`config.mk`:
```
export PLATFORM = sky130hd
export DESIGN_NAME = ieee488_status_command_unit
export DESIGN_NICKNAME = d
export VERILOG_FILES = /design/src/ieee488_pkg.sv /design/src/ieee488_status_command_unit.sv
export VERILOG_INCLUDE_DIRS = /design/src
export SDC_FILE = /design/constraint.sdc
export NUM_CORES = 1
export LEC_CHECK = 0
export BUFFER_PORTS_ARGS = -buffer_cell sky130_fd_sc_hd__buf_4
export CORE_MARGIN = 2
export CORE_UTILIZATION = 30
export DETAILED_ROUTE_END_ITERATION = 12
export PLACE_DENSITY = 0.44
export SYNTH_ARGS = -nofsm -noshare
export SYNTH_HDL_FRONTEND = slang
export SYNTH_SLANG_ARGS = --single-unit
```
`constraint.sdc`:
```
create_clock -name clk_sys -period 9 [get_ports clk_sys]
set_input_delay 0 -clock clk_sys [delete_from_list [all_inputs] [get_ports clk_sys]]
set_output_delay 0 -clock clk_sys [all_outputs]
set_load 0.02 [all_outputs]
```
`src/ieee488_defines.svh`:
```
`ifndef IEEE488_DEFINES_SVH
`define IEEE488_DEFINES_SVH

// bus geometry
`define ADDR_W 5
`define DATA_W 32

// register byte offsets
`define REG_COMMAND 5'h00
`define REG_STATUS_BYTE 5'h04
`define REG_RESPONSE 5'h08
`define REG_OPER_ENABLE 5'h0C
`define REG_QUES_ENABLE 5'h10
`define REG_OPER_EVENT 5'h14
`define REG_QUES_EVENT 5'h18

// command word layout
`define CMD_OP_MSB 3
`define CMD_OP_LSB 0
`define CMD_ARG_MSB 15
`define CMD_ARG_LSB 8

// command opcodes
`define OP_CLS 4'h1
`define OP_ESE 4'h2
`define OP_ESE_Q 4'h3
`define OP_ESR_Q 4'h4
`define OP_IDN_Q 4'h5
`define OP_OPC 4'h6
`define OP_OPC_Q 4'h7
`define OP_RST 4'h8
`define OP_SRE 4'h9
`define OP_SRE_Q 4'hA
`define OP_STB_Q 4'hB
`define OP_TST_Q 4'hC
`define OP_WAI 4'hD

// status byte and event bit positions
`define STB_QUES 3
`define STB_MAV 4
`define STB_ESB 5
`define STB_MSS 6
`define STB_OPER 7
`define ESR_OPC 0
`define SRE_WMASK 8'hBF

// response layout and characters
`define RESP_VALID 8
`define CH_ZERO 8'h30
`define CH_ONE 8'h31
`define CH_COMMA 8'h2C
`define IDN_LEN 5'h13
`define IDN_FIELD 5'h05
`define IDN_SEP_POS 3'h4
`define ONE_LEFT 5'h01
`define EV_W 16

// reset values
`define RST_MASK8 8'h00
`define RST_MASK16 16'h0000
`define RST_WORD 32'h0000_0000

`endif

```
`src/ieee488_pkg.sv`:
```
package ieee488_pkg;

`include "ieee488_defines.svh"

    typedef enum logic [3:0] {
        ST_IDLE = 4'b0001,
        ST_OPCQ = 4'b0010,
        ST_WAI = 4'b0100,
        ST_TEST = 4'b1000
    } fsm_e;

    typedef struct packed {
        logic read;
        logic write;
        logic [`ADDR_W-1:0] address;
        logic [`DATA_W-1:0] writedata;
    } avs_req_s;

    typedef struct packed {
        fsm_e fsm;
        logic [7:0] ese;
        logic [7:0] sre;
        logic [7:0] esr;
        logic [`EV_W-1:0] oper_ev;
        logic [`EV_W-1:0] ques_ev;
        logic [`EV_W-1:0] oper_en;
        logic [`EV_W-1:0] ques_en;
        logic opc_armed;
        logic resp_idn;
        logic [7:0] resp_val;
        logic [4:0] resp_idx;
        logic [4:0] resp_left;
        logic rd_ack;
        logic [`DATA_W-1:0] readdata;
        logic srq;
        logic selftest_start;
        logic settings_restore;
        logic preset;
        logic results_clear;
    } unit_s;

endpackage

```
`src/ieee488_status_command_unit.sv`:
```
`timescale 1ns/1ps
`default_nettype none
`include "ieee488_defines.svh"

module ieee488_status_command_unit #(
    // identity words, four ASCII characters each; values are arbitrary
    parameter logic [31:0] MFR_ID = 32'h4D_46_52_41,
    parameter logic [31:0] MODEL_ID = 32'h4D_44_4C_31,
    parameter logic [31:0] SERIAL_ID = 32'h30_30_30_31,
    parameter logic [31:0] FW_ID = 32'h31_2E_30_30
) (
    input wire logic clk_sys,
    input wire logic rst_n,
    input wire ieee488_pkg::avs_req_s avs_req,
    output logic [`DATA_W-1:0] avs_readdata,
    output logic avs_waitrequest,
    input wire logic no_op_pending,
    input wire logic device_clear,
    input wire logic [7:0] std_event_in,
    input wire logic [`EV_W-1:0] oper_event_in,
    input wire logic [`EV_W-1:0] ques_event_in,
    input wire logic selftest_done,
    input wire logic selftest_fail,
    output logic selftest_start,
    output logic settings_restore,
    output logic preset,
    output logic results_clear,
    output logic srq
);
    import ieee488_pkg::*;

    // a zero byte or a comma inside an identity word breaks the answer
    function automatic logic id_ok(input logic [31:0] w);
        logic ok;
        ok = 1'b1;
        for (int i = 0; i < 4; i++) begin
            if (w[i*8 +: 8] == 8'h00 || w[i*8 +: 8] == `CH_COMMA) begin
                ok = 1'b0;
            end
        end
        return ok;
    endfunction

    if (!(id_ok(MFR_ID) && id_ok(MODEL_ID) && id_ok(SERIAL_ID) &&
          id_ok(FW_ID))) begin : g_id_check
        $error("identity words need printable non-comma characters");
    end

    // the layout macros must fit the bus word and the field slot
    if (`EV_W > `DATA_W || `RESP_VALID >= `DATA_W ||
        `IDN_SEP_POS >= `IDN_FIELD) begin : g_layout_check
        $error("response or event layout does not fit the bus word");
    end

    localparam logic [127:0] IDS = {MFR_ID, MODEL_ID, SERIAL_ID, FW_ID};

    // one character of the identity answer, separators between fields
    function automatic logic [7:0] idn_char(input logic [4:0] idx);
        logic [2:0] fld;
        logic [2:0] pos;
        logic [31:0] word;
        // each field owns a slot of characters closed by its separator
        fld = 3'(idx / `IDN_FIELD);
        pos = 3'(idx % `IDN_FIELD);
        word = IDS[(3 - fld) * 32 +: 32];
        if (pos == `IDN_SEP_POS) begin
            return `CH_COMMA;
        end
        return word[(3 - pos) * 8 +: 8];
    endfunction

    // the whole block state sits in one struct register
    unit_s s;
    unit_s next_s;

    // combinational view of the status byte
    logic esb;
    logic oper_sum;
    logic ques_sum;
    logic mav;
    logic mss;
    logic [7:0] stb_raw;
    logic [7:0] stb;
    logic [7:0] resp_byte;
    logic cmd_blocked;

    // summary bits are pure functions of state, never latched
    always_comb begin
        esb = |(s.esr & s.ese);
        oper_sum = |(s.oper_ev & s.oper_en);
        ques_sum = |(s.ques_ev & s.ques_en);
        mav = (s.resp_left != 5'h00);
        stb_raw = 8'h00;
        stb_raw[`STB_OPER] = oper_sum;
        stb_raw[`STB_ESB] = esb;
        stb_raw[`STB_MAV] = mav;
        stb_raw[`STB_QUES] = ques_sum;
        // bit 6 stays out of its own request term, so no loop forms
        mss = |(stb_raw & s.sre & `SRE_WMASK);
        stb = stb_raw;
        stb[`STB_MSS] = mss;
        resp_byte = s.resp_idn ? idn_char(s.resp_idx) : s.resp_val;
    end

    // commands stall on the bus while a wait, query or test holds
    assign cmd_blocked = (s.fsm != ST_IDLE);

    // reads take two cycles so that read data comes from a flop
    // only command writes stall; other registers stay reachable
    always_comb begin
        avs_waitrequest = 1'b0;
        if (avs_req.read && !s.rd_ack) begin
            avs_waitrequest = 1'b1;
        end else if (avs_req.write && avs_req.address == `REG_COMMAND &&
                     cmd_blocked) begin
            avs_waitrequest = 1'b1;
        end
    end

    assign avs_readdata = s.readdata;
    assign selftest_start = s.selftest_start;
    assign settings_restore = s.settings_restore;
    assign preset = s.preset;
    assign results_clear = s.results_clear;
    assign srq = s.srq;

    // next state: bus, commands, waits and sticky events
    always_comb begin
        logic acc_wr;
        logic acc_rd;
        logic [3:0] op;
        logic [7:0] arg;
        logic [7:0] esr_set;
        logic esr_clr;
        logic ev_clr;
        logic load;
        logic load_idn;
        logic [7:0] load_val;
        acc_wr = avs_req.write && !avs_waitrequest;
        acc_rd = avs_req.read && !avs_waitrequest;
        op = avs_req.writedata[`CMD_OP_MSB:`CMD_OP_LSB];
        arg = avs_req.writedata[`CMD_ARG_MSB:`CMD_ARG_LSB];
        esr_set = std_event_in;
        esr_clr = 1'b0;
        ev_clr = 1'b0;
        load = 1'b0;
        load_idn = 1'b0;
        load_val = 8'h00;

        next_s = s;
        next_s.selftest_start = 1'b0;
        next_s.settings_restore = 1'b0;
        next_s.preset = 1'b0;
        next_s.results_clear = 1'b0;
        next_s.srq = mss;

        // read capture on the first cycle, hand-over on the second
        next_s.rd_ack = 1'b0;
        if (avs_req.read && !s.rd_ack) begin
            next_s.rd_ack = 1'b1;
            // unmapped and write-only offsets read back as zero
            next_s.readdata = `RST_WORD;
            if (avs_req.address == `REG_STATUS_BYTE) begin
                next_s.readdata[7:0] = stb;
            end else if (avs_req.address == `REG_RESPONSE) begin
                next_s.readdata[7:0] = mav ? resp_byte : 8'h00;
                next_s.readdata[`RESP_VALID] = mav;
            end else if (avs_req.address == `REG_OPER_ENABLE) begin
                next_s.readdata[`EV_W-1:0] = s.oper_en;
            end else if (avs_req.address == `REG_QUES_ENABLE) begin
                next_s.readdata[`EV_W-1:0] = s.ques_en;
            end else if (avs_req.address == `REG_OPER_EVENT) begin
                next_s.readdata[`EV_W-1:0] = s.oper_ev;
            end else if (avs_req.address == `REG_QUES_EVENT) begin
                next_s.readdata[`EV_W-1:0] = s.ques_ev;
            end
        end

        // popping the output queue happens at the accepted edge; a byte
        // is popped only if it was handed over as valid and the queue
        // still holds one, so a flush in between cannot underflow it
        if (acc_rd && avs_req.address == `REG_RESPONSE &&
            s.readdata[`RESP_VALID] && mav) begin
            next_s.resp_idx = s.resp_idx + 5'h01;
            next_s.resp_left = s.resp_left - 5'h01;
        end

        // plain register writes
        if (acc_wr && avs_req.address == `REG_OPER_ENABLE) begin
            next_s.oper_en = avs_req.writedata[`EV_W-1:0];
        end else if (acc_wr && avs_req.address == `REG_QUES_ENABLE) begin
            next_s.ques_en = avs_req.writedata[`EV_W-1:0];
        end

        // command interpreter; only reached while idle
        if (acc_wr && avs_req.address == `REG_COMMAND) begin
            case (op)
                `OP_CLS: begin
                    esr_clr = 1'b1;
                    ev_clr = 1'b1;
                    next_s.opc_armed = 1'b0;
                    // masks ese, sre, oper_en, ques_en left alone
                end
                `OP_ESE: begin
                    next_s.ese = arg;
                end
                `OP_ESE_Q: begin
                    load = 1'b1;
                    load_val = s.ese;
                end
                `OP_ESR_Q: begin
                    load = 1'b1;
                    load_val = s.esr;
                    esr_clr = 1'b1;
                end
                `OP_IDN_Q: begin
                    load = 1'b1;
                    load_idn = 1'b1;
                end
                `OP_OPC: begin
                    next_s.opc_armed = 1'b1;
                end
                `OP_OPC_Q: begin
                    next_s.fsm = ST_OPCQ;
                end
                `OP_RST: begin
                    // status registers are left alone; the device functions,
                    // the measurement results and the completion arm are reset
                    next_s.preset = 1'b1;
                    next_s.results_clear = 1'b1;
                    next_s.opc_armed = 1'b0;
                end
                `OP_SRE: begin
                    // bit 6 is the summary itself and is never enabled
                    next_s.sre = arg & `SRE_WMASK;
                end
                `OP_SRE_Q: begin
                    load = 1'b1;
                    load_val = s.sre;
                end
                `OP_STB_Q: begin
                    load = 1'b1;
                    load_val = stb;
                end
                `OP_TST_Q: begin
                    // the engine keeps the settings snapshot; this block
                    // starts it, reports the verdict and pulses the restore after a pass
                    next_s.selftest_start = 1'b1;
                    next_s.fsm = ST_TEST;
                end
                `OP_WAI: begin
                    next_s.fsm = ST_WAI;
                end
                default: begin
                    // unknown opcodes are dropped
                end
            endcase
        end

        // a pending completion fires without holding up the parser
        // a re-arm in the firing cycle is lost, harmless: the bit is sticky
        if (s.opc_armed && no_op_pending) begin
            esr_set[`ESR_OPC] = 1'b1;
            next_s.opc_armed = 1'b0;
        end

        // blocking states release on idle, test end or device clear
        case (s.fsm)
            ST_OPCQ: begin
                if (no_op_pending) begin
                    load = 1'b1;
                    load_val = `CH_ONE;
                    next_s.fsm = ST_IDLE;
                end
            end
            ST_WAI: begin
                if (no_op_pending) begin
                    next_s.fsm = ST_IDLE;
                end
            end
            ST_TEST: begin
                if (selftest_done) begin
                    load = 1'b1;
                    load_val = selftest_fail ? `CH_ONE : `CH_ZERO;
                    // a failed test leaves settings as the test left them
                    next_s.settings_restore = !selftest_fail;
                    next_s.fsm = ST_IDLE;
                end
            end
            default: begin
            end
        endcase

        // a new answer replaces whatever the queue still held
        // limitation: one answer deep, so an unread answer is lost
        if (load) begin
            next_s.resp_idn = load_idn;
            next_s.resp_val = load_val;
            next_s.resp_idx = 5'h00;
            next_s.resp_left = load_idn ? `IDN_LEN : `ONE_LEFT;
        end

        // device clear aborts waits and flushes the output queue
        if (device_clear) begin
            next_s.fsm = ST_IDLE;
            next_s.resp_left = 5'h00;
            // a clear in the test cycle also drops the restore pulse
            next_s.settings_restore = 1'b0;
        end

        // sticky events: a set in the clearing cycle survives
        next_s.esr = (esr_clr ? 8'h00 : s.esr) | esr_set;
        next_s.oper_ev = (ev_clr ? `RST_MASK16 : s.oper_ev) |
                         oper_event_in;
        next_s.ques_ev = (ev_clr ? `RST_MASK16 : s.ques_ev) |
                         ques_event_in;
    end

    // single state register, synchronous reset
    always_ff @(posedge clk_sys) begin
        if (!rst_n) begin
            // every field by name, so each reset value stays visible
            s.fsm <= ST_IDLE;
            s.ese <= `RST_MASK8;
            s.sre <= `RST_MASK8;
            s.esr <= `RST_MASK8;
            s.oper_ev <= `RST_MASK16;
            s.ques_ev <= `RST_MASK16;
            s.oper_en <= `RST_MASK16;
            s.ques_en <= `RST_MASK16;
            s.opc_armed <= 1'b0;
            s.resp_idn <= 1'b0;
            s.resp_val <= 8'h00;
            s.resp_idx <= 5'h00;
            s.resp_left <= 5'h00;
            s.rd_ack <= 1'b0;
            s.readdata <= `RST_WORD;
            s.srq <= 1'b0;
            s.selftest_start <= 1'b0;
            s.settings_restore <= 1'b0;
            s.preset <= 1'b0;
            s.results_clear <= 1'b0;
        end else begin
            s <= next_s;
        end
    end

endmodule

`default_nettype wire

```
Word-level counts from Yosys, hierarchy flattened. Index checks and enable logic that the tools add are counted.

Register bits after elaboration: 133. Input bits: 85. Output and inout port bits: 38. Logic and storage cells: 149.

$add $sub $neg: 4. Div/mod/pow operators: 2. Eq/ne operators: 24. Shift-type cells: 2. Multiplexer cells: 50. Bitwise gates (word level): 11. Reduce and logical (&&, ||, !) cells: 36.

Operators with widths (number): $shiftx 128x33->32 const A (1); $mux 16 (6); $mux 8 (12); $mux 33 (1); $shiftx 32x33->8 (1); $and 16x16->16 (2); $or 16x16->16 (2); $pmux 8 s4 (1); $reduce_or 16->1 (2); $eq 4x4->1 const B (7); $eq 4x3->1 const B (5); $mux 20 (1); $and 8x8->8 (2); $mux 1 (16); $pmux 8 s2 (1); $eq 5x5->1 const B (3); $mux 5 (3); $eq 4x2->1 const B (3); $logic_and 1x1->1 (12); $pmux 4 s3 (1); $reduce_or 2->1 (6); $eq 5x4->1 const B (2); $reduce_and 2->1 (5); $mux 9 (1); 24 further kinds (33).

Logic depth before layout (Yosys ltp). Gate-level depths: netlist (run 1).

Depth in word-level cells: 12. Gate-level depth with buffers: 15. Depth with buffers taken out: 14.

Least setup slack after synthesis (run 1). No wires, ideal clock.

Kind: reg-to-reg. From: reg s[43] in the netlist's numbering. To: reg s (netlist bit avs_readdata[3]). Library setup time: 0.130 ns. Data arrival time: 2.982 ns. Data required time: 8.870 ns. Path slack: 5.888 ns. Cell stages (with the launch flop): 16. Path buffers: 1. Clock period less this slack: 3.112 ns. Cell sequence: dfxtp_1 -> clkbuf_1 -> inv_1 -> ha_1 -> nor3b_1 -> o2111ai_1 -> o22ai_1 -> ha_1 -> nor2_1 -> o21ai_0 -> o22ai_1 -> a221oi_1 -> o21ai_1 -> a21o_1 -> a41oi_1 -> o41ai_2.

Word-level cells in the longest chain between the ends: 9. Elaborated cells between the ends (all ways): 13. Classes of those cells: add/sub: 2; div: 2; eq/ne: 1; shift: 2; mux: 6.

RTL lines: from (decl) (line ieee488_status_command_unit.sv:73) `unit_s s;`; from (signal assigned) (line ieee488_status_command_unit.sv:344) `s <= next_s;`; $div 5x3->5 (no source line); $sub 2x3->4 (line ieee488_status_command_unit.sv:65) `word = IDS[(3 - fld) * 32 +: 32];`; $shiftx 128x33->32 (line ieee488_status_command_unit.sv:65); $shiftx 32x33->8 (line ieee488_status_command_unit.sv:69) `return word[(3 - pos) * 8 +: 8];`; $mux 8 * (line ieee488_status_command_unit.sv:69); $mux 8 * (line ieee488_status_command_unit.sv:102) `resp_byte = s.resp_idn ? idn_char(s.resp_idx) : s.resp_val;`; $mux 8 * (line ieee488_status_command_unit.sv:166) `next_s.readdata[7:0] = mav ? resp_byte : 8'h00;`; $mux 9 * (line ieee488_status_command_unit.sv:165) `` end else if (avs_req.address == `REG_RESPONSE) begin ``; $mux 8 * (line ieee488_status_command_unit.sv:163) `` if (avs_req.address == `REG_STATUS_BYTE) begin ``.

Every way passes the cells marked *; elsewhere a longest branch is shown, timed or not. A chain may end at the register's enable or synchronous reset.

Worst setup path after layout (run 1).
From: reg s[43] in the netlist's numbering. To: reg s (netlist bit avs_readdata[5]).

Same word-level chain as after synthesis.

==> run metrics, run 1 <==
top cell type by total area after synthesis dfxtp_1; I/O pins 123; Post-Route Setup TNS 0 ns; max-cap viol count 0; synth unique cells 74; RSZ-0062 raised after global routing no; clock network power share 48.1%; Layout Utilization 39.58%; die area 24620 um^2; #FFs+latches synth 132; fin. max-slew vios 0; GRT Util Overall 19.10%; synth top area cells dfxtp_1 38%, nor2b_1 6.5%, nand2_1 5.9%; Final Skew 0.009170 ns; final setup vio count 0; Mapped Cells 844; register area share after synthesis 37.67%; first-pass GRT wire length 35.81 mm; Residual DRC 0; crit start category flip-flop; Required @ worst endpoint 9.34 ns; CTS H-tree lvls 4; cell breakdown of the critical path inv_1, ha_1, a211o_1, o2111ai_1, o22ai_1, ha_1, nor2_1, o21ai_0, o22ai_1, a221oi_1, o21ai_1, o21bai_1, o221ai_1, o31ai_1; net switching power 0.3781 mW; P per Cell Area 160.8 nW/um^2; layout cells sized above 1 14.49%; P_int 1.071 mW; number of buffers created by CTS 17; Vias 6425; maximum buffer depth of the clock tree 2; worst setup path category reg -> reg; drt first pass iters 7; WP data arrival 4.44 ns; Layout area overhead 28.50%; die width 156.9 um; Leakage 3.362 nW; ANT nets after route 0; Most used DFF post-synth dfxtp_1; CTS Sinks 132; Initial Util 30.80%; Final nets 1054; ys async rst share 0%; DP HPWL 16.58 mm; Post-synth top cells 132 x dfxtp_1, 111 x nand2_1, 73 x nor2b_1; Crit Path Max Fanout 19; Logic pwr share 9.4%; syn avg cell area 8.312 um^2; actual slew at the worst max-slew pin 1.120 ns; Clock Latency Late Sink 0.43 ns; Hold Violations, Final 0; initial antenna violation count 0; vias in the first global route 6112; Routed WL 22.93 mm; period utilization 45.54%; core area 22780 um^2; Synth top area share 37.67%; Setup crit end kind flip-flop; average wire per standard cell 17.83 um; outcome completed; Seq pwr share 42.6%; CTS clk-pin slew, worst paths 0.06 ns; Netlist Area Pre-Place 7015 um^2; Max transition margin 24.78%; CP max stage delay 0.78 ns; Post-synth EDFFs 0; worst vdd ir 0.1088 mV; DIE HEIGHT 156.9 um; number of antenna diodes 0; synth warn 0; CTS resizes 0; CP max-delay cell dfxtp_1; Overflow after GRT 0; violation count after the first detailed-route iteration 504; most frequent cell after synthesis dfxtp_1; min Tclk post-route 4.099 ns; CTS tree done; largest net degree at the start of global routing 101; Fmax 0.2440 GHz; vias per inst 4.996; switching share of power 26.09%; Worst Hold Class in -> reg; gpl congestion 0.8103; Rows 55; I/O Buffers 90; Root Driver clkbuf_16
sequential cells by signal (all words and copies together) (netlist names):
register / flops
s: 112
avs_readdata: 16
preset: 1
selftest_start: 1
settings_restore: 1
srq: 1
path summary, 6_finish.rpt:
kind	startpoint	end	slack, ns	depth (start not counted)
setup / recovery	s[43]	avs_readdata[5]	4.90	14
setup reg to reg	s[43]	avs_readdata[5]	4.90	14
hold / removal	device_clear	s[39]	0.007	3
hold reg to reg	s[51]	s[51]	0.47	1
worst max-delay path, delay by kind of cell (launching register included):
family	cells	cell delay (ns)
AND/OR/NAND/NOR	1	0.17
adder cells (fa/ha/maj)	2	0.59
AO/OA/AOI/OAI	10	2.18
flip-flops	1	0.78
buffers and inverters	1	0.29
cell families (layout without fill, tap and decap cells):
| group | after synthesis | after routing | share of synthesized area [%] |
|---|---|---|---|
| DFF | 132 | 132 | 37.67 |
| and+or+nand+nor | 305 | 305 | 22.12 |
| xor gates and xnor gates | 10 | 10 | 1.249 |
| other | 1 | 16 | 0.05345 |
| buffers and inverters | 99 | 213 | 7.187 |
| AOI/OAI and AO/OA | 245 | 245 | 23.90 |
| muxes | 43 | 43 | 6.224 |
| adders and majority gates | 9 | 9 | 1.605 |
what timing repair did:
action	in CTS	in global routing
setup buffers	0	0
hold endpoints to repair	94	0
hold buffers	70	0
power groups by stage:
stage | sequential (mW) | combinational (mW) | clock, mW
5_1_grt | 0.619 | 0.148 | 0.734
6_report | 0.617 | 0.136 | 0.697
3_5_place_dp | 0.630 | 0.112 | 0
4_1_cts | 0.617 | 0.135 | 0.708
3_3_place_gp | 0.630 | 0.111 | 0
2_1_floorplan | 0.621 | 0.0704 | 0
through the flow:
| step | area [um^2] | instances | hold slack, ns | setup WS, ns | power (mW) |
|---|---|---|---|---|---|
| floorplan | 7072 | 859 | 0.07615 | 5.888 | 0.6917 |
| global placement | 7725 | 1184 | 0.1928 | 4.853 | 0.7412 |
| detailed placement | 7725 | 1184 | 0.1913 | 4.945 | 0.7414 |
| CTS | 9015 | 1286 | 0.006179 | 4.892 | 1.460 |
| global route | 9015 | 1286 | 0.04589 | 4.477 | 1.501 |
| finish | 9015 | 1286 | 0.006797 | 4.901 | 1.449 |
layer usage:
metal | track usage (%) | share of wire [%] | wire length, um | up-vias
met2 | 28.49 | 44 | 9983 | 169
met3 | 2.919 | 4.4 | 1007 | 24
li1 | - | - | - | 3206
met4 | 5.941 | 1.5 | 337 | 0
met1 | 28.12 | 51 | 11600 | 3026
met5 | 0 | 0 | 0 | -
layout make-up:
type	count	area [um^2]
fillers	2381	13760
multi-input cells	628	3925
flip-flops and latches	132	2643
repair buffers	163	1399
clock buffers	19	452.9
well taps	313	391.6
clock inverters	13	136.4
inverters	18	67.56
cells in the final DEF (no fill, tap or decap), drive strengths merged, types with 6 or more instances in the layout:
cell type / count
a21oi: 66
dlygate4sd3: 70
conb: 16
nand2: 111
a221oi: 11
nand2b: 11
a22oi: 27
nor3: 16
buf: 93
ha: 9
nand3: 7
nor4: 9
inv: 26
xnor2: 8
nor2: 40
o21ai: 46
o211ai: 6
nor2b: 73
dfxtp: 132
clkbuf: 19
a21boi: 25
nand4: 6
mux2i: 41
and2: 16
a222oi: 8
(Power assumes the default switching activity.)
==> run 2: changes to the inputs <==
==> constraint.sdc (replaced) <==
create_clock -name clk_sys -period 4.3 [get_ports clk_sys]
set_input_delay 0 -clock clk_sys [delete_from_list [all_inputs] [get_ports clk_sys]]
set_output_delay 0 -clock clk_sys [all_outputs]
set_load 0.02 [all_outputs]
==> run 2 against run 1 <==
Effect of this change:
- flip-flop and latch count is the same
- sequential power is 110% higher
- critical path depth fell by 1
- sequential share of layout area is 0.053 points higher
- register-to-register slack got worse by 4.3 ns
- global-route usage about the same
- total power up 120%
- largest power group unchanged
- clock power is 130% higher
- first-iteration DRC count did not move
- core utilization decreased by 0.071 points
==> run metrics, run 2 (synthesis results as in run 1) <==
outcome completed (unchanged); crit start category flip-flop (unchanged); Layout area overhead 28.27% (was 28.50%); CTS tree done (unchanged); net switching power 0.7411 mW (was 0.3781 mW); Vias 6429 (was 6425); most frequent cells in the layout 132 x dfxtp_1, 111 x nand2_1, 99 x buf_4, 73 x nor2b_1, 65 x a21oi_1 (was 132 x dfxtp_1, 111 x nand2_1, 93 x buf_4, 73 x nor2b_1, 70 x dlygate4sd3_1); Crit Path Max Fanout 16 (was 19); CTS resizes 0 (unchanged); Setup crit end kind flip-flop (unchanged); min Tclk post-route 3.718 ns (was 4.099 ns); cell breakdown of the critical path inv_1, ha_1, o2111ai_1, o22ai_1, ha_1, nor2_1, o21ai_0, o22ai_1, a221oi_1, o21ai_1, o21bai_1, o221ai_1, o31ai_1 (was inv_1, ha_1, a211o_1, o2111ai_1, o22ai_1, ha_1, nor2_1, o21ai_0, o22ai_1, a221oi_1, o21ai_1, o21bai_1, o221ai_1, o31ai_1); DP HPWL 16.83 mm (was 16.58 mm); I/O pins 123 (unchanged); max-cap viol count 0 (unchanged); ANT nets after route 0 (unchanged); largest net degree at the start of global routing 69 (was 101); switching share of power 23.46% (was 26.09%); final setup vio count 0 (unchanged); drt first pass iters 5 (was 7); CTS clk-pin slew, worst paths 0.06 ns (about the same); die area 24620 um^2 (unchanged); actual slew at the worst max-slew pin 1.160 ns (was 1.120 ns); clock network power share 50.2% (was 48.1%); max reg flops 112 (unchanged); worst vdd ir 0.2484 mV (was 0.1088 mV); RSZ-0062 raised after global routing no (unchanged); Place WS 0.7032 ns (was 4.945 ns); reg2reg end avs_readdata[5] (unchanged); Seq pwr share 40.9% (was 42.6%); final design instance area without fill 8999 um^2 (was 9015 um^2); layout cells sized above 1 14.99% (was 14.49%); worst setup path endpoint avs_readdata[5] (unchanged); Logic pwr share 8.8% (was 9.4%); first-pass GRT wire length 35.89 mm (was 35.81 mm); PnR worst setup slack 0.5822 ns (was 4.901 ns); flop-to-flop setup slack 0.58 ns (was 4.90 ns); Final nets 1049 (was 1054); Fillers 2363 (was 2381); violation count after the first detailed-route iteration 504 (unchanged); CP max stage delay 0.62 ns (was 0.78 ns); Post-CTS Hold Buffers 59 (was 70); Critical Path Source s[45] (was s[43]); CTS H-tree lvls 4 (unchanged); P_int 2.417 mW (was 1.071 mW); Fmax 0.2690 GHz (was 0.2440 GHz); die width 156.9 um (unchanged); Required @ worst endpoint 4.62 ns (was 9.34 ns); core area 22780 um^2 (unchanged); Leakage 3.345 nW (was 3.362 nW); commonest non-fill, non-tap cell in the layout dfxtp_1 (unchanged); Root Driver clkbuf_16 (unchanged); period utilization 86.46% (was 45.54%); Post-Route Setup TNS 0 ns (unchanged); worst setup path category reg -> reg (unchanged); CP max-delay cell dfxtp_1 (unchanged); Initial Util 30.80% (unchanged); I/O Buffers 90 (unchanged); Worst Reg2Reg Path Length in Cells 13 (was 14); CTS Sinks 132 (unchanged); vias in the first global route 6016 (was 6112); Hold Violations, Final 0 (unchanged); Final Skew 0.01246 ns (was 0.009170 ns); number of antenna diodes 0 (unchanged); Residual DRC 0 (unchanged); initial antenna violation count 0 (unchanged); fin. max-slew vios 0 (unchanged); gpl congestion 0.8319 (was 0.8103); average wire per standard cell 18.08 um (was 17.83 um); GRT Util Overall 19.11% (was 19.10%); Worst Hold Class in -> reg (unchanged); WP data arrival 4.04 ns (was 4.44 ns); Max transition margin 22.05% (was 24.78%); Worst R2R Start s[45] (was s[43]); Most flops, register s (unchanged); Routed WL 23.14 mm (was 22.93 mm); DIE HEIGHT 156.9 um (unchanged); P per Cell Area 351.0 nW/um^2 (was 160.8 nW/um^2); Clock Latency Late Sink 0.42 ns (was 0.43 ns); vias per inst 5.023 (was 4.996); Overflow after GRT 0 (unchanged); Rows 55 (unchanged); DP Area 7770 um^2 (was 7725 um^2); number of buffers created by CTS 17 (unchanged); maximum buffer depth of the clock tree 2 (unchanged); setup repair bufs after CTS 0 (unchanged)
## run 2: critical path: cells and delay by family (launching register included)
| kind | cells | cell delay, ns |
|---|---|---|
| DFF | 1 | 0.62 |
| buffers and inverters | 1 | 0.18 |
| and+or+nand+nor | 1 | 0.18 |
| AOI/OAI and AO/OA | 9 | 2.02 |
| adders and majority gates | 2 | 0.61 |
## run 2: metrics by stage
stage	hold WS, ns	total power, mW	utilization [%]	cells
2_1_floorplan	0.07615	1.448	-	859
3_3_place_gp	0.1911	1.555	34.11	1190
3_5_place_dp	0.1953	1.555	34.11	1190
4_1_cts	0.01448	3.182	39.51	1280
5_1_grt	0.02776	3.271	39.51	1280
6_report	0.01742	3.159	39.51	1280
## run 2: final cells by class
type                    count  area, um^2  share of cell area, %
well taps                 313       391.6                  4.352
multi-input cells         628        3925                  43.62
clock inverters            13       209.0                  2.322
inverters                  18       67.56                 0.7508
clock buffers              18       429.2                  4.769
flip-flops and latches    132        2643                  29.37
repair buffers            158        1334                  14.82
## run 2: worst min path at each step
stage | start | to | slack [ns] | cells past startpoint
after CTS | selftest_done | settings_restore | 0.01 | 4
after global routing | selftest_done | settings_restore | 0.03 | 4
final | device_clear | s[39] | 0.02 | 3
after detailed placement | selftest_fail | settings_restore | 0.20 | 2
after global placement | selftest_fail | settings_restore | 0.19 | 2
after floorplan | selftest_fail | settings_restore | 0.08 | 1
## run 2: metal layers
metal	wire length (um)	up-vias	track usage [%]
li1	-	3182	-
met1	11790	3060	28.66
met2	10020	176	28.68
met3	1163	11	2.946
met4	176	0	4.238
met5	0	-	0
## run 2: power by group through the flow
stage          logic [mW]  clock network (mW)  registers [mW]
4_1_cts             0.279                1.61            1.29
3_3_place_gp        0.237                   0            1.32
6_report            0.279                1.59            1.29
5_1_grt             0.305                1.67            1.30
2_1_floorplan       0.147                   0            1.30
3_5_place_dp        0.236                   0            1.32
==> run 3: changes to the inputs <==
--- a/config.mk
+++ b/config.mk
@@ -11,6 +11,7 @@
 export CORE_UTILIZATION = 30
 export DETAILED_ROUTE_END_ITERATION = 12
 export PLACE_DENSITY = 0.44
+export REMOVE_ABC_BUFFERS = 1
 export SYNTH_ARGS = -nofsm -noshare
 export SYNTH_HDL_FRONTEND = slang
 export SYNTH_SLANG_ARGS = --single-unit
==> run 3 against run 2 <==
Effect of this change:
- worst hold slack worse by 0.010 ns
- clock power shrank 7%
- largest cell class unchanged
- flip-flop and latch count is the same
- wire length down 3.1%
- worst setup slack better by 0.0090 ns
- global-route usage decreased by 0.45 points
- combinational power down 2%
- critical path depth unchanged
==> run metrics, run 3 (synthesis results as in run 1) <==
maximum buffer depth of the clock tree 2 (unchanged); CTS resizes 0 (unchanged); CTS Sinks 132 (unchanged); Clock Latency Late Sink 0.42 ns (about the same); number of buffers created by CTS 17 (unchanged); CP max stage delay 0.62 ns (about the same); Layout area overhead 27.54% (was 28.27%); min Tclk post-route 3.709 ns (was 3.718 ns); switching share of power 25.75% (was 23.46%); Worst Reg2Reg Path Length in Cells 13 (unchanged); drt first pass iters 5 (unchanged); WP data arrival 4.00 ns (was 4.04 ns); commonest non-fill, non-tap cell in the layout dfxtp_1 (unchanged); layout cells sized above 1 15.10% (was 14.99%); vias per inst 4.956 (was 5.023); most frequent cells in the layout 132 x dfxtp_1, 111 x nand2_1, 98 x buf_4, 73 x nor2b_1, 65 x a21oi_1 (was 132 x dfxtp_1, 111 x nand2_1, 99 x buf_4, 73 x nor2b_1, 65 x a21oi_1); Layout Utilization 39.28% (was 39.51%); die area 24620 um^2 (unchanged); actual slew at the worst max-slew pin 1.180 ns (was 1.160 ns); Setup crit end kind flip-flop (unchanged); Initial Util 30.80% (unchanged); core area 22780 um^2 (unchanged); violation count after the first detailed-route iteration 414 (was 504); Most flops, register s (unchanged); Vias 6344 (was 6429); worst vdd ir 0.1676 mV (was 0.2484 mV); max reg flops 112 (unchanged); setup repair bufs after CTS 0 (unchanged); DP HPWL 16.04 mm (was 16.83 mm); Fmax 0.2696 GHz (was 0.2690 GHz); Seq pwr share 42.4% (was 40.9%); initial antenna violation count 0 (unchanged); GRT Util Overall 18.66% (was 19.11%); cell breakdown of the critical path inv_1, ha_1, o2111ai_1, o22ai_1, ha_1, nor2_1, o21ai_0, o22ai_1, a221oi_1, o21ai_1, a21o_1, a41oi_1, o41ai_2 (was inv_1, ha_1, o2111ai_1, o22ai_1, ha_1, nor2_1, o21ai_0, o22ai_1, a221oi_1, o21ai_1, o21bai_1, o221ai_1, o31ai_1); P_int 2.258 mW (was 2.417 mW); largest net degree at the start of global routing 63 (was 69); CTS H-tree lvls 4 (unchanged); number of antenna diodes 0 (unchanged); fin. max-slew vios 0 (unchanged); RSZ-0062 raised after global routing no (unchanged); crit start category flip-flop (unchanged); Final Skew 0.01171 ns (was 0.01246 ns); Final nets 1048 (was 1049); first-pass GRT wire length 35.27 mm (was 35.89 mm); final setup vio count 0 (unchanged); period utilization 86.25% (was 86.46%); Crit Path Max Fanout 16 (unchanged); I/O pins 123 (unchanged); Logic pwr share 9.0% (was 8.8%); net switching power 0.7833 mW (was 0.7411 mW); Worst Hold Class in -> reg (unchanged); Fillers 2403 (was 2363); max-cap viol count 0 (unchanged); Overflow after GRT 0 (unchanged); worst setup path category reg -> reg (unchanged); Required @ worst endpoint 4.59 ns (was 4.62 ns); vias in the first global route 5991 (was 6016); CTS clk-pin slew, worst paths 0.06 ns (about the same); I/O Buffers 90 (unchanged); CTS tree done (unchanged); DIE HEIGHT 156.9 um (unchanged); Root Driver clkbuf_16 (unchanged); CP max-delay cell dfxtp_1 (unchanged); P per Cell Area 339.9 nW/um^2 (was 351.0 nW/um^2); Rows 55 (unchanged); clock network power share 48.6% (was 50.2%); die width 156.9 um (unchanged); average wire per standard cell 17.51 um (was 18.08 um); Hold Path Depth 3 (unchanged); Routed WL 22.42 mm (was 23.14 mm); outcome completed (unchanged); Post-CTS Hold Buffers 59 (unchanged); gpl congestion 0.8095 (was 0.8319); Post-Route Setup TNS 0 ns (unchanged); Final Power 3.041 mW (was 3.159 mW); Leakage 3.318 nW (was 3.345 nW); ANT nets after route 0 (unchanged); Residual DRC 0 (unchanged); Max transition margin 20.71% (was 22.05%); Hold Violations, Final 0 (unchanged)
[run 3: changes by cell type in the layout (fill, tap and decap cells not counted), sizes merged]
cell	change
inv	+7
bufinv	-3
clkinvlp	+1
clkbuf	-1
clkinv	-3
buf	-1
[run 3: power by group through the flow]
stage               registers [mW]  logic (mW)  clock network (mW)
global route                  1.29       0.300                1.57
detailed placement            1.32       0.233                   0
finish                        1.29       0.274                1.48
floorplan                     1.31       0.104                   0
CTS                           1.29       0.276                1.51
global placement              1.32       0.232                   0
[run 3: final cells by class]
class	count	area, um^2	share of cell area [%]
clock buffer	17	425.4	4.755
clock inverter	15	168.9	1.888
inverter	18	67.56	0.7551
multi-input combinational	628	3925	43.87
sequential	132	2643	29.53
tap	313	391.6	4.377
timing repair buffer	157	1326	14.82
[run 3: metal layers]
layer  share of wire [%]  global-route usage [%]
met1                  49                   26.66
met2                  45                   28.86
met3                 3.7                   2.891
met4                 1.7                   5.723
met5                   0                       0
[run 3: metrics by stage]
step | instance area, um^2 | hold WS [ns] | worst slack (ns) | std cells
2_1_floorplan | 6635 | 0.07615 | 1.062 | 778
3_5_place_dp | 7762 | 0.2024 | 0.6896 | 1189
5_1_grt | 8947 | 0.03594 | 0.2876 | 1280
3_3_place_gp | 7762 | 0.1988 | 0.6803 | 1189
6_report | 8947 | 0.007266 | 0.5912 | 1280
4_1_cts | 8947 | 0.01683 | 0.6559 | 1280
[run 3: worst max-delay path: cells and delay by family (launching register included)]
family | cells | cell delay (ns)
adders and majority gates | 2 | 0.64
and+or+nand+nor | 1 | 0.07
buffers and inverters | 1 | 0.18
DFF | 1 | 0.62
AOI/OAI and AO/OA | 9 | 2.05
[run 3: worst paths after layout]
path	startpoint	end	slack, ns
setup / recovery	s[45]	avs_readdata[3]	0.59
hold / removal	device_clear	s[38]	0.007
hold reg to reg	s[51]	s[51]	0.46
setup reg to reg	s[45]	avs_readdata[3]	0.59
